[config.mk]
export PLATFORM = sky130hd
export DESIGN_NAME = lmds_unit_flat
export DESIGN_NICKNAME = d
export VERILOG_FILES = /design/src/verilog/lmds_pkg.sv /design/src/verilog/lmds_if.sv /design/src/verilog/lmds_unit.sv /design/src/flat_wrapper.sv
export SDC_FILE = /design/constraint.sdc
export NUM_CORES = 2
export LEC_CHECK = 0
export BUFFER_PORTS_ARGS = -buffer_cell sky130_fd_sc_hd__clkbuf_2
export CORE_MARGIN = 2
export CORE_UTILIZATION = 42
export CTS_CLUSTER_SIZE = 12
export DETAILED_ROUTE_END_ITERATION = 7
export HOLD_SLACK_MARGIN = 0.1
export PLACE_DENSITY = 0.66
export RECOVER_POWER = 50
export SLEW_MARGIN = 10
export SYNTH_ARGS = -nofsm -noshare
export SYNTH_HDL_FRONTEND = slang
export SYNTH_SLANG_ARGS = --single-unit
[constraint.sdc]
create_clock -name ref_clk -period 7.7 [get_ports ref_clk]
set_input_delay 1.155 -clock ref_clk [delete_from_list [all_inputs] [get_ports ref_clk]]
set_output_delay 1.155 -clock ref_clk [all_outputs]
set_load 0.1 [all_outputs]
[src/verilog/lmds_pkg.sv]
// package for the long multiply, divide and saturate unit
// assumes both ends and the bench refer to it as lmds_pkg::name
package lmds_pkg;
	localparam int DATA_W    = 32; // operand width
	localparam int WIDE_W    = 64; // product and accumulator width
	localparam int WIDTH_W   = 6;  // saturation width field
	localparam int SHAMT_W   = 5;  // pre-shift amount field
	localparam int REG_W     = 4;  // register index width
	localparam int CNT_W     = 6;  // divide step counter width
	localparam int QBIT      = 27; // sticky flag position in status word
	localparam int SATS_MIN  = 1;  // least signed saturation width
	localparam int SATS_MAX  = 32; // largest signed saturation width
	localparam int SATU_MAX  = 31; // largest unsigned saturation width
	localparam int SRA_MIN   = 1;  // least arithmetic right shift
	localparam int DIV_STEPS = 32; // one quotient bit per cycle
	localparam logic [REG_W-1:0] SP_IDX = 4'hD; // stack pointer index
	localparam logic [REG_W-1:0] PC_IDX = 4'hF; // program counter index
	localparam logic Q_RST = 1'h0; // sticky flag after reset

	// operations the unit accepts
	typedef enum logic [3:0] {
		LMDS_MULU,
		LMDS_MACU,
		LMDS_MULS,
		LMDS_MACS,
		LMDS_DIVS,
		LMDS_DIVU,
		LMDS_SATS,
		LMDS_SATU,
		LMDS_QWRITE,
		LMDS_QREAD
	} lmds_op_e;

	// device sequencer states
	typedef enum logic {
		LMDS_IDLE,
		LMDS_DIVIDE
	} lmds_state_e;
endpackage

[src/verilog/lmds_if.sv]
// interface joining the issuing logic and the arithmetic unit
// assumes one clock and one async active-high reset for both ends
`timescale 1ns/100ps
interface lmds_if
(
	input wire logic ref_clk,
	input wire logic rst
);
	logic                             req_valid;   // request offered
	logic                             req_ready;   // unit can take it
	lmds_pkg::lmds_op_e               req_op;      // operation
	logic [lmds_pkg::DATA_W-1:0]      req_a;       // first source operand
	logic [lmds_pkg::DATA_W-1:0]      req_b;       // second source operand
	logic [lmds_pkg::DATA_W-1:0]      req_hi;      // accumulator high word
	logic [lmds_pkg::DATA_W-1:0]      req_lo;      // accumulator low word
	logic [lmds_pkg::WIDTH_W-1:0]     req_width;   // saturation width
	logic                             req_sra;     // 1 shift right, 0 left
	logic [lmds_pkg::SHAMT_W-1:0]     req_shamt;   // pre-shift amount
	logic [lmds_pkg::REG_W-1:0]       req_dst_lo;  // low destination
	logic [lmds_pkg::REG_W-1:0]       req_dst_hi;  // high destination
	logic                             rsp_valid;   // result pulse
	logic                             rsp_pair;    // both words written
	logic [lmds_pkg::DATA_W-1:0]      rsp_lo;      // low / single result
	logic [lmds_pkg::DATA_W-1:0]      rsp_hi;      // high result
	logic [lmds_pkg::REG_W-1:0]       rsp_dst_lo;  // low destination
	logic [lmds_pkg::REG_W-1:0]       rsp_dst_hi;  // high destination

	modport dev
	(
		input  ref_clk, rst, req_valid, req_op, req_a, req_b, req_hi, req_lo,
		input  req_width, req_sra, req_shamt, req_dst_lo, req_dst_hi,
		output req_ready, rsp_valid, rsp_pair, rsp_lo, rsp_hi,
		output rsp_dst_lo, rsp_dst_hi
	);
	modport iss
	(
		input  ref_clk, rst, req_ready, rsp_valid, rsp_pair, rsp_lo, rsp_hi,
		input  rsp_dst_lo, rsp_dst_hi,
		output req_valid, req_op, req_a, req_b, req_hi, req_lo,
		output req_width, req_sra, req_shamt, req_dst_lo, req_dst_hi
	);
endinterface

[src/verilog/lmds_unit.sv]
// arithmetic unit end: long multiply, divide, saturate, sticky flag
// assumes the issuer keeps its own operand limits; one clock, async reset
//
// Functional notes
// - full product, low and high words out
// - unsigned multiplies take operands unsigned
// - signed multiplies take operands signed
// - unsigned accumulate adds product to pair
// - signed accumulate adds product to pair
// - issuer never repeats one destination twice
// - issuer never names stack pointer, counter, except in status commands
// - multiply leaves flags alone, saturate only sets sticky
// - signed divide writes quotient
// - unsigned divide writes quotient
// - quotient truncates toward zero
// - divide leaves all flags unchanged
// - signed saturation clamps to n-bit range
// - unsigned saturation clamps to zero..max
// - saturation sets the sticky flag
// - only status write clears sticky flag
// - flag visible only through status read
// - width 1..32 signed, 0..31 unsigned
// - shift applied before clamping
// - right shift 1..31 or left 0..31
`timescale 1ns/100ps
module lmds_unit
(
	lmds_if.dev bus
);
	localparam int W  = lmds_pkg::DATA_W;
	localparam int WW = lmds_pkg::WIDE_W;

	lmds_pkg::lmds_state_e       state_r;     // sequencer state
	lmds_pkg::lmds_state_e       state_nxt;   // next sequencer state
	logic                        q_r;         // sticky saturation flag
	logic                        q_nxt;       // its next value
	logic                        ready_r;     // request ready
	logic                        ready_nxt;
	logic                        vld_r;       // result pulse
	logic                        vld_nxt;
	logic                        pair_r;      // pair written
	logic                        pair_nxt;
	logic [W-1:0]                lo_r;        // low result
	logic [W-1:0]                lo_nxt;
	logic [W-1:0]                hi_r;        // high result
	logic [W-1:0]                hi_nxt;
	logic [lmds_pkg::REG_W-1:0]  dlo_r;       // low destination
	logic [lmds_pkg::REG_W-1:0]  dhi_r;       // high destination
	logic [W:0]                  rem_r;       // partial remainder
	logic [W:0]                  rem_nxt;
	logic [W-1:0]                quo_r;       // dividend / quotient shifter
	logic [W-1:0]                quo_nxt;
	logic [W-1:0]                dvs_r;       // divisor magnitude
	logic                        neg_r;       // quotient to be negated
	logic [lmds_pkg::CNT_W-1:0]  cnt_r;       // divide steps left
	logic [lmds_pkg::CNT_W-1:0]  cnt_nxt;

	// request decode
	wire take    = bus.req_valid & ready_r;
	wire is_smul = (bus.req_op == lmds_pkg::LMDS_MULS) |
	               (bus.req_op == lmds_pkg::LMDS_MACS);
	wire is_acc  = (bus.req_op == lmds_pkg::LMDS_MACU) |
	               (bus.req_op == lmds_pkg::LMDS_MACS);
	wire is_mul  = is_smul | is_acc | (bus.req_op == lmds_pkg::LMDS_MULU);
	wire is_divs = bus.req_op == lmds_pkg::LMDS_DIVS;
	wire is_div  = is_divs | (bus.req_op == lmds_pkg::LMDS_DIVU);
	wire is_sats = bus.req_op == lmds_pkg::LMDS_SATS;
	wire is_sat  = is_sats | (bus.req_op == lmds_pkg::LMDS_SATU);

	// operands widened by sign or zero, so one multiplier serves both
	wire [WW-1:0] ext_a = {{W{is_smul & bus.req_a[W-1]}}, bus.req_a};
	wire [WW-1:0] ext_b = {{W{is_smul & bus.req_b[W-1]}}, bus.req_b};
	// low 64 bits of the product are exact in either signedness
	wire [WW-1:0] prod  = ext_a * ext_b;
	// sum modulo 2^64 is the same for signed and unsigned pairs
	wire [WW-1:0] acc   = prod + {bus.req_hi, bus.req_lo};
	wire [WW-1:0] mres  = is_acc ? acc : prod;

	// pre-shift ahead of the clamp
	wire [W-1:0] shv = bus.req_sra
	                 ? W'($signed(bus.req_a) >>> bus.req_shamt)
	                 : W'(bus.req_a << bus.req_shamt);
	wire signed [W:0] sx = $signed({shv[W-1], shv});
	// limits in 33 bits so n=32 and n=0 do not overflow
	wire [W:0] one   = {{W{1'b0}}, 1'b1};
	wire [W:0] nm1   = one << (bus.req_width - 6'h01);
	wire [W:0] nfull = one << bus.req_width;
	wire signed [W:0] smax = $signed(nm1 - one);
	wire signed [W:0] smin = -$signed(nm1);
	wire signed [W:0] umax = $signed(nfull - one);
	wire [W-1:0] clps = (sx < smin) ? smin[W-1:0]
	                  : (sx > smax) ? smax[W-1:0] : shv;
	wire [W-1:0] clpu = (sx < 0) ? {W{1'b0}}
	                  : (sx > umax) ? umax[W-1:0] : shv;
	wire [W-1:0] sres = is_sats ? clps : clpu;
	wire         hit  = sres != shv;

	// divider set-up: magnitudes, sign of quotient
	wire         na   = is_divs & bus.req_a[W-1];
	wire         nb   = is_divs & bus.req_b[W-1];
	wire [W-1:0] mag_a = na ? W'(-bus.req_a) : bus.req_a;
	wire [W-1:0] mag_b = nb ? W'(-bus.req_b) : bus.req_b;
	wire         dz   = bus.req_b == {W{1'b0}};

	// one restoring step: shift in next dividend bit, try subtract
	wire [W:0]   sh   = {rem_r[W-1:0], quo_r[W-1]};
	wire [W:0]   trl  = sh - {1'b0, dvs_r};
	wire         fit  = ~trl[W];
	// magnitude quotient truncates; negating it rounds toward zero
	wire [W-1:0] qfin = neg_r ? W'(-quo_r) : quo_r;

	// next-state and result selection
	always_comb
	begin
		state_nxt = state_r;
		q_nxt     = q_r;
		ready_nxt = ready_r;
		vld_nxt   = 1'b0;
		pair_nxt  = pair_r;
		lo_nxt    = lo_r;
		hi_nxt    = hi_r;
		rem_nxt   = rem_r;
		quo_nxt   = quo_r;
		cnt_nxt   = cnt_r;
		case (state_r)
			lmds_pkg::LMDS_IDLE:
			begin
				if (take & is_mul)
				begin
					// flags untouched by multiplies
					vld_nxt  = 1'b1;
					pair_nxt = 1'b1;
					lo_nxt   = mres[W-1:0];
					hi_nxt   = mres[WW-1:W];
				end
				else if (take & is_sat)
				begin
					vld_nxt  = 1'b1;
					pair_nxt = 1'b0;
					lo_nxt   = sres;
					// set only, never cleared by arithmetic
					q_nxt    = q_r | hit;
				end
				else if (take & is_div & dz)
				begin
					// zero divisor: zero quotient, no flag
					vld_nxt  = 1'b1;
					pair_nxt = 1'b0;
					lo_nxt   = {W{1'b0}};
				end
				else if (take & is_div)
				begin
					state_nxt = lmds_pkg::LMDS_DIVIDE;
					ready_nxt = 1'b0;
					rem_nxt   = {(W+1){1'b0}};
					quo_nxt   = mag_a;
					cnt_nxt   = lmds_pkg::CNT_W'(lmds_pkg::DIV_STEPS);
				end
				else if (take & (bus.req_op == lmds_pkg::LMDS_QWRITE))
				begin
					// explicit status write is the only clear
					q_nxt = bus.req_a[lmds_pkg::QBIT];
				end
				else if (take & (bus.req_op == lmds_pkg::LMDS_QREAD))
				begin
					// the one place the flag leaves the unit
					vld_nxt  = 1'b1;
					pair_nxt = 1'b0;
					lo_nxt   = W'({q_r, {lmds_pkg::QBIT{1'b0}}});
				end
			end
			lmds_pkg::LMDS_DIVIDE:
			begin
				if (cnt_r == {lmds_pkg::CNT_W{1'b0}})
				begin
					// flags stay as they were
					state_nxt = lmds_pkg::LMDS_IDLE;
					ready_nxt = 1'b1;
					vld_nxt   = 1'b1;
					pair_nxt  = 1'b0;
					lo_nxt    = qfin;
				end
				else
				begin
					rem_nxt = fit ? trl : sh;
					quo_nxt = {quo_r[W-2:0], fit};
					cnt_nxt = cnt_r - 6'h01;
				end
			end
			default:
			begin
				state_nxt = lmds_pkg::LMDS_IDLE;
				ready_nxt = 1'b1;
			end
		endcase
	end

	// control state and result registers
	always_ff @(posedge bus.ref_clk or posedge bus.rst)
	begin
		if (bus.rst)
		begin
			state_r <= lmds_pkg::LMDS_IDLE;
			q_r     <= lmds_pkg::Q_RST;
			ready_r <= 1'b1;
			vld_r   <= 1'b0;
			pair_r  <= 1'b0;
			lo_r    <= {W{1'b0}};
			hi_r    <= {W{1'b0}};
			cnt_r   <= {lmds_pkg::CNT_W{1'b0}};
		end
		else
		begin
			state_r <= state_nxt;
			q_r     <= q_nxt;
			ready_r <= ready_nxt;
			vld_r   <= vld_nxt;
			pair_r  <= pair_nxt;
			lo_r    <= lo_nxt;
			hi_r    <= hi_nxt;
			cnt_r   <= cnt_nxt;
		end
	end

	// divider datapath stepped each cycle; divisor, sign and destinations loaded on a take
	always_ff @(posedge bus.ref_clk or posedge bus.rst)
	begin
		if (bus.rst)
		begin
			rem_r <= {(W+1){1'b0}};
			quo_r <= {W{1'b0}};
			dvs_r <= {W{1'b0}};
			neg_r <= 1'b0;
			dlo_r <= {lmds_pkg::REG_W{1'b0}};
			dhi_r <= {lmds_pkg::REG_W{1'b0}};
		end
		else
		begin
			rem_r <= rem_nxt;
			quo_r <= quo_nxt;
			if (take)
			begin
				dvs_r <= mag_b;
				neg_r <= na ^ nb;
				// destinations trusted distinct and not sp/pc
				dlo_r <= bus.req_dst_lo;
				dhi_r <= bus.req_dst_hi;
			end
		end
	end

	assign bus.req_ready  = ready_r;
	assign bus.rsp_valid  = vld_r;
	assign bus.rsp_pair   = pair_r;
	assign bus.rsp_lo     = lo_r;
	assign bus.rsp_hi     = hi_r;
	assign bus.rsp_dst_lo = dlo_r;
	assign bus.rsp_dst_hi = dhi_r;
endmodule

[src/flat_wrapper.sv]
// flat-port wrapper written by rule: the top's interface ports become plain ports
module lmds_unit_flat 
  (ref_clk, rst, bus_req_valid, bus_req_op, bus_req_a, bus_req_b, bus_req_hi, bus_req_lo, bus_req_width, bus_req_sra, bus_req_shamt, bus_req_dst_lo, bus_req_dst_hi, bus_req_ready, bus_rsp_valid, bus_rsp_pair, bus_rsp_lo, bus_rsp_hi, bus_rsp_dst_lo, bus_rsp_dst_hi);
  lmds_if bus_i (.ref_clk(ref_clk), .rst(rst));
  input wire logic ref_clk;
  input wire logic rst;
  input wire logic [$bits(bus_i.req_valid)-1:0] bus_req_valid;
  input wire logic [$bits(bus_i.req_op)-1:0] bus_req_op;
  input wire logic [$bits(bus_i.req_a)-1:0] bus_req_a;
  input wire logic [$bits(bus_i.req_b)-1:0] bus_req_b;
  input wire logic [$bits(bus_i.req_hi)-1:0] bus_req_hi;
  input wire logic [$bits(bus_i.req_lo)-1:0] bus_req_lo;
  input wire logic [$bits(bus_i.req_width)-1:0] bus_req_width;
  input wire logic [$bits(bus_i.req_sra)-1:0] bus_req_sra;
  input wire logic [$bits(bus_i.req_shamt)-1:0] bus_req_shamt;
  input wire logic [$bits(bus_i.req_dst_lo)-1:0] bus_req_dst_lo;
  input wire logic [$bits(bus_i.req_dst_hi)-1:0] bus_req_dst_hi;
  output wire logic [$bits(bus_i.req_ready)-1:0] bus_req_ready;
  output wire logic [$bits(bus_i.rsp_valid)-1:0] bus_rsp_valid;
  output wire logic [$bits(bus_i.rsp_pair)-1:0] bus_rsp_pair;
  output wire logic [$bits(bus_i.rsp_lo)-1:0] bus_rsp_lo;
  output wire logic [$bits(bus_i.rsp_hi)-1:0] bus_rsp_hi;
  output wire logic [$bits(bus_i.rsp_dst_lo)-1:0] bus_rsp_dst_lo;
  output wire logic [$bits(bus_i.rsp_dst_hi)-1:0] bus_rsp_dst_hi;
  assign bus_i.req_valid = bus_req_valid;
  assign bus_i.req_op = bus_req_op;
  assign bus_i.req_a = bus_req_a;
  assign bus_i.req_b = bus_req_b;
  assign bus_i.req_hi = bus_req_hi;
  assign bus_i.req_lo = bus_req_lo;
  assign bus_i.req_width = bus_req_width;
  assign bus_i.req_sra = bus_req_sra;
  assign bus_i.req_shamt = bus_req_shamt;
  assign bus_i.req_dst_lo = bus_req_dst_lo;
  assign bus_i.req_dst_hi = bus_req_dst_hi;
  assign bus_req_ready = bus_i.req_ready;
  assign bus_rsp_valid = bus_i.rsp_valid;
  assign bus_rsp_pair = bus_i.rsp_pair;
  assign bus_rsp_lo = bus_i.rsp_lo;
  assign bus_rsp_hi = bus_i.rsp_hi;
  assign bus_rsp_dst_lo = bus_i.rsp_dst_lo;
  assign bus_rsp_dst_hi = bus_i.rsp_dst_hi;
  lmds_unit u_core (.bus(bus_i));
endmodule
==> impl_metrics.yaml <==
synthesis:
  yosysTopAreaCell: "fa_1"
  synth_common_cells: "inv_1 (1,239), nand2_1 (1,187), fa_1 (1,127)"
  avgSynthCellArea_sq_um: 8.38
  synthArstFlopShare_pct: 100
  synth-simple-area-share_pct: 16.5
  synthAdderAreaFrac_pct: 44.6
  synthMostInstantiatedCell: "inv_1"
  ys_warn_count: 0
  synth-seq-area-share_pct: 7.24
  synth_compound_area_share_pct: 13.2
  synth_top_family_by_area: "adder cells"
  syn-cell-area_sq_um: 62300
  postSynthCellCount: 7430
  synthFlopType: "dfrtp_1"
  synth-edff-count: 0
  synth_mux_area_share_pct: 4.22
  synth_nets: 9130
  synth_area_leaders: "fa_1 (36%), ha_1 (8.4%), inv_1 (7.5%)"
  synth-xor-area-share_pct: 3.63
  ys_ff_latch: 180
  synth.distinct_cells: 99
  synth_top_cell_area_share_pct: 36.2
clock_tree:
  path_clk_slew_ns: 0.09
  cts_inserted_buffers: 17
  ctsHoldBuffers: 0
  cts_sinks: 180
  htreeDepth: 4
  root_buffer: "clkbuf_16"
  cts_max_path_buffers: 2
  cts_tree: "yes"
  clkLatencyLatePin_ns: 0.54
grt:
  met2_usage_pct: 54.7
  grt_pass1_vias: 61400
  use_met3_pct: 8.15
  grt_max_degree: 92
  busiest_layer: "met2"
  grt_pass1_wl_um: 396000
  overflow: 0
  met1_usage_pct: 45.2
  antenna_found_initial: 26
  grt.total_usage_pct: 35.4
final_layout:
  layout.nets: 10300
  syn2layout_area_growth_pct: 27.0
  drive_above_1_share_pct: 25.5
  fillers: 13400
  finish.instance_area_sq_um: 79100
  utilization_pct: 53.6
sta:
  finalMaxSlewViolations: 264
  finalSetupViolations: 52
  hold_viol: 0
  grt_setup_unrepaired: "yes"
  fin_ws_ns: -2.60
  slew_headroom_pct: -183
  period_share_pct: 134
  fin_skew_ns: 0.0238
  period_needed_ns: 10.30
  tns_ns: -91.75
  fmax_ghz: 0.0971
  worst_slew_pin_slew_ns: 4.22
die:
  initial_core_util_pct: 42.2
  core-area_sq_um: 147000
  fp.dieW_um: 389
  dieHeight_um: 389
  row_count: 141
  top_level_ports: 230
  fp.dieArea_sq_um: 151000
worst_setup_path:
  rr_startpoint: "u_core.bus.req_ready"
  crit_arrival_ns: 10.70
  critPathKind: "primary input to flip-flop"
  max_stage_delay_ns: 0.55
  worstRegToRegCells: 10
  end_kind: "flip-flop"
  r2r-end: "u_core.bus.rsp_lo[27]"
  crit_fanout: 4
  crit_slowest_cell: "fa_1"
  reg2reg_setup_slack_ns: 2.39
  cp_data_required_time_ns: 8.10
  crit_top_cell: "fa_1"
  cp-start-kind: "primary input"
detailed_routing:
  drtIter0Drc: 5418
  vias_per_cell: 5.67
  routed_wl_um: 270000
  drt_pre_antenna_iters: 6
  drc_errors: 0
  route.detailed.wl_per_inst_um: 25.6
  num_vias: 59800
  ant_nets: 0
hold_path:
  hold_path_depth: 2
  worstHoldStart: "u_core.dvs_r[18]"
  worstHoldPathType: "flip-flop to flip-flop"
  holdPathEnd: "u_core.dvs_r[18]"
placement:
  port_buffers: 229
  dpl_cell_area_sq_um: 75100
  preCtsSetupSlack_ns: -3.99
  gp_congestion: 1.07
  dp_hpwl_um: 229000
run:
  maxCapViolCount: 4
status:
  status: "finished, violations left"
  violations: "capacitance limit, slew limit, setup timing"
[registers in the layout, indices dropped and copies added (netlist names)]
signal and cells:
u_core.bus.req_ready 1, u_core.bus.rsp_dst_hi 4, u_core.bus.rsp_dst_lo 4, u_core.bus.rsp_hi 32, u_core.bus.rsp_lo 32, u_core.bus.rsp_pair 1, u_core.bus.rsp_valid 1, u_core.cnt_r 6
u_core.dvs_r 32, u_core.neg_r 1, u_core.q_r 1, u_core.quo_r 32, u_core.rem_r 32, u_core.state_r 1
[worst max path at each step]
stage / from / endpoint / slack, ns / cells past startpoint
floorplan: bus_req_a[31] / u_core.bus.rsp_hi[31] / -2.44 / 42
global placement: bus_req_a[18] / u_core.bus.rsp_hi[31] / -3.99 / 39
detailed placement: bus_req_a[18] / u_core.bus.rsp_hi[31] / -3.99 / 38
CTS: bus_req_b[2] / u_core.bus.rsp_hi[28] / -2.64 / 42
global route: bus_req_a[8] / u_core.bus.rsp_hi[28] / -2.86 / 44
finish: bus_req_b[0] / u_core.bus.rsp_hi[31] / -2.60 / 41
[critical path: cells and delay by family]
kind	cells	cell delay, ns
multiplexers	1	0.24
buffers and inverters	11	1.15
adder cells (fa/ha/maj)	10	4.52
AND/OR/NAND/NOR	5	0.77
XOR/XNOR	2	0.28
AO/OA/AOI/OAI	12	2.54
[what timing repair did]
item | CTS | global route
endpoints found under the setup margin | 54 | 54
setup buffers | 53 | 54
cloned | 4 | 0
endpoints found under the hold margin | 0 | 0
pin swaps | 179 | 167
gates resized for setup | 296 | 236
[through the flow]
step / hold slack, ns / std cells
after detailed placement: 0.472 / 10400
after CTS: 0.490 / 10500
final: 0.488 / 10500
after global placement: 0.461 / 10400
after floorplan: 0.450 / 7430
after global routing: 0.504 / 10500
[cells by family after synthesis]
kind of cell | Yosys count
AND/OR/NAND/NOR | 2274
buffers and inverters | 1710
adder cells (fa/ha/maj) | 1545
AO/OA/AOI/OAI | 1293
XOR/XNOR | 258
flip-flops | 180
multiplexers | 170
[cell usage in the layout (no fill, tap or decap), types with 52 or more instances in the layout]
cell type	Yosys	final
buf_4	3	1196
inv_1	1239	1195
nand2_1	1187	1174
fa_1	1127	1085
ha_1	418	368
nor2_1	337	321
and2_1	308	285
a21oi_1	357	285
o21ai_0	325	269
clkbuf_2	0	208
dfrtp_1	179	178
xnor2_1	179	152
nand3_1	99	92
buf_12	2	89
a21o_1	78	77
buf_6	6	76
xor2_1	79	73
mux2i_1	68	68
o22ai_1	63	62
a21oi_2	0	60
nor3_1	72	58
mux4_2	52	52
[per-layer routing]
metal | vias to the layer above | routed length, um
met5 | - | 82
met4 | 14 | 19600
met3 | 703 | 25800
met2 | 2952 | 119000
met1 | 29900 | 105000
li1 | 26200 | -
[cell type report]
cell class	count	area [sq um]	area share, %
multi-input combinational	5540	53800	68.0
timing repair buffer	1596	13000	16.5
inverter	1244	4680	5.92
sequential	180	4510	5.70
tap	1930	2410	3.05
clock buffer	17	425	0.538
clock inverter	15	214	0.271
antenna	13	32.5	0.0412
Power is left out: the tool's default activity adds up to more than one toggle a clock period on the data nets, which glitch-free logic cannot reach.
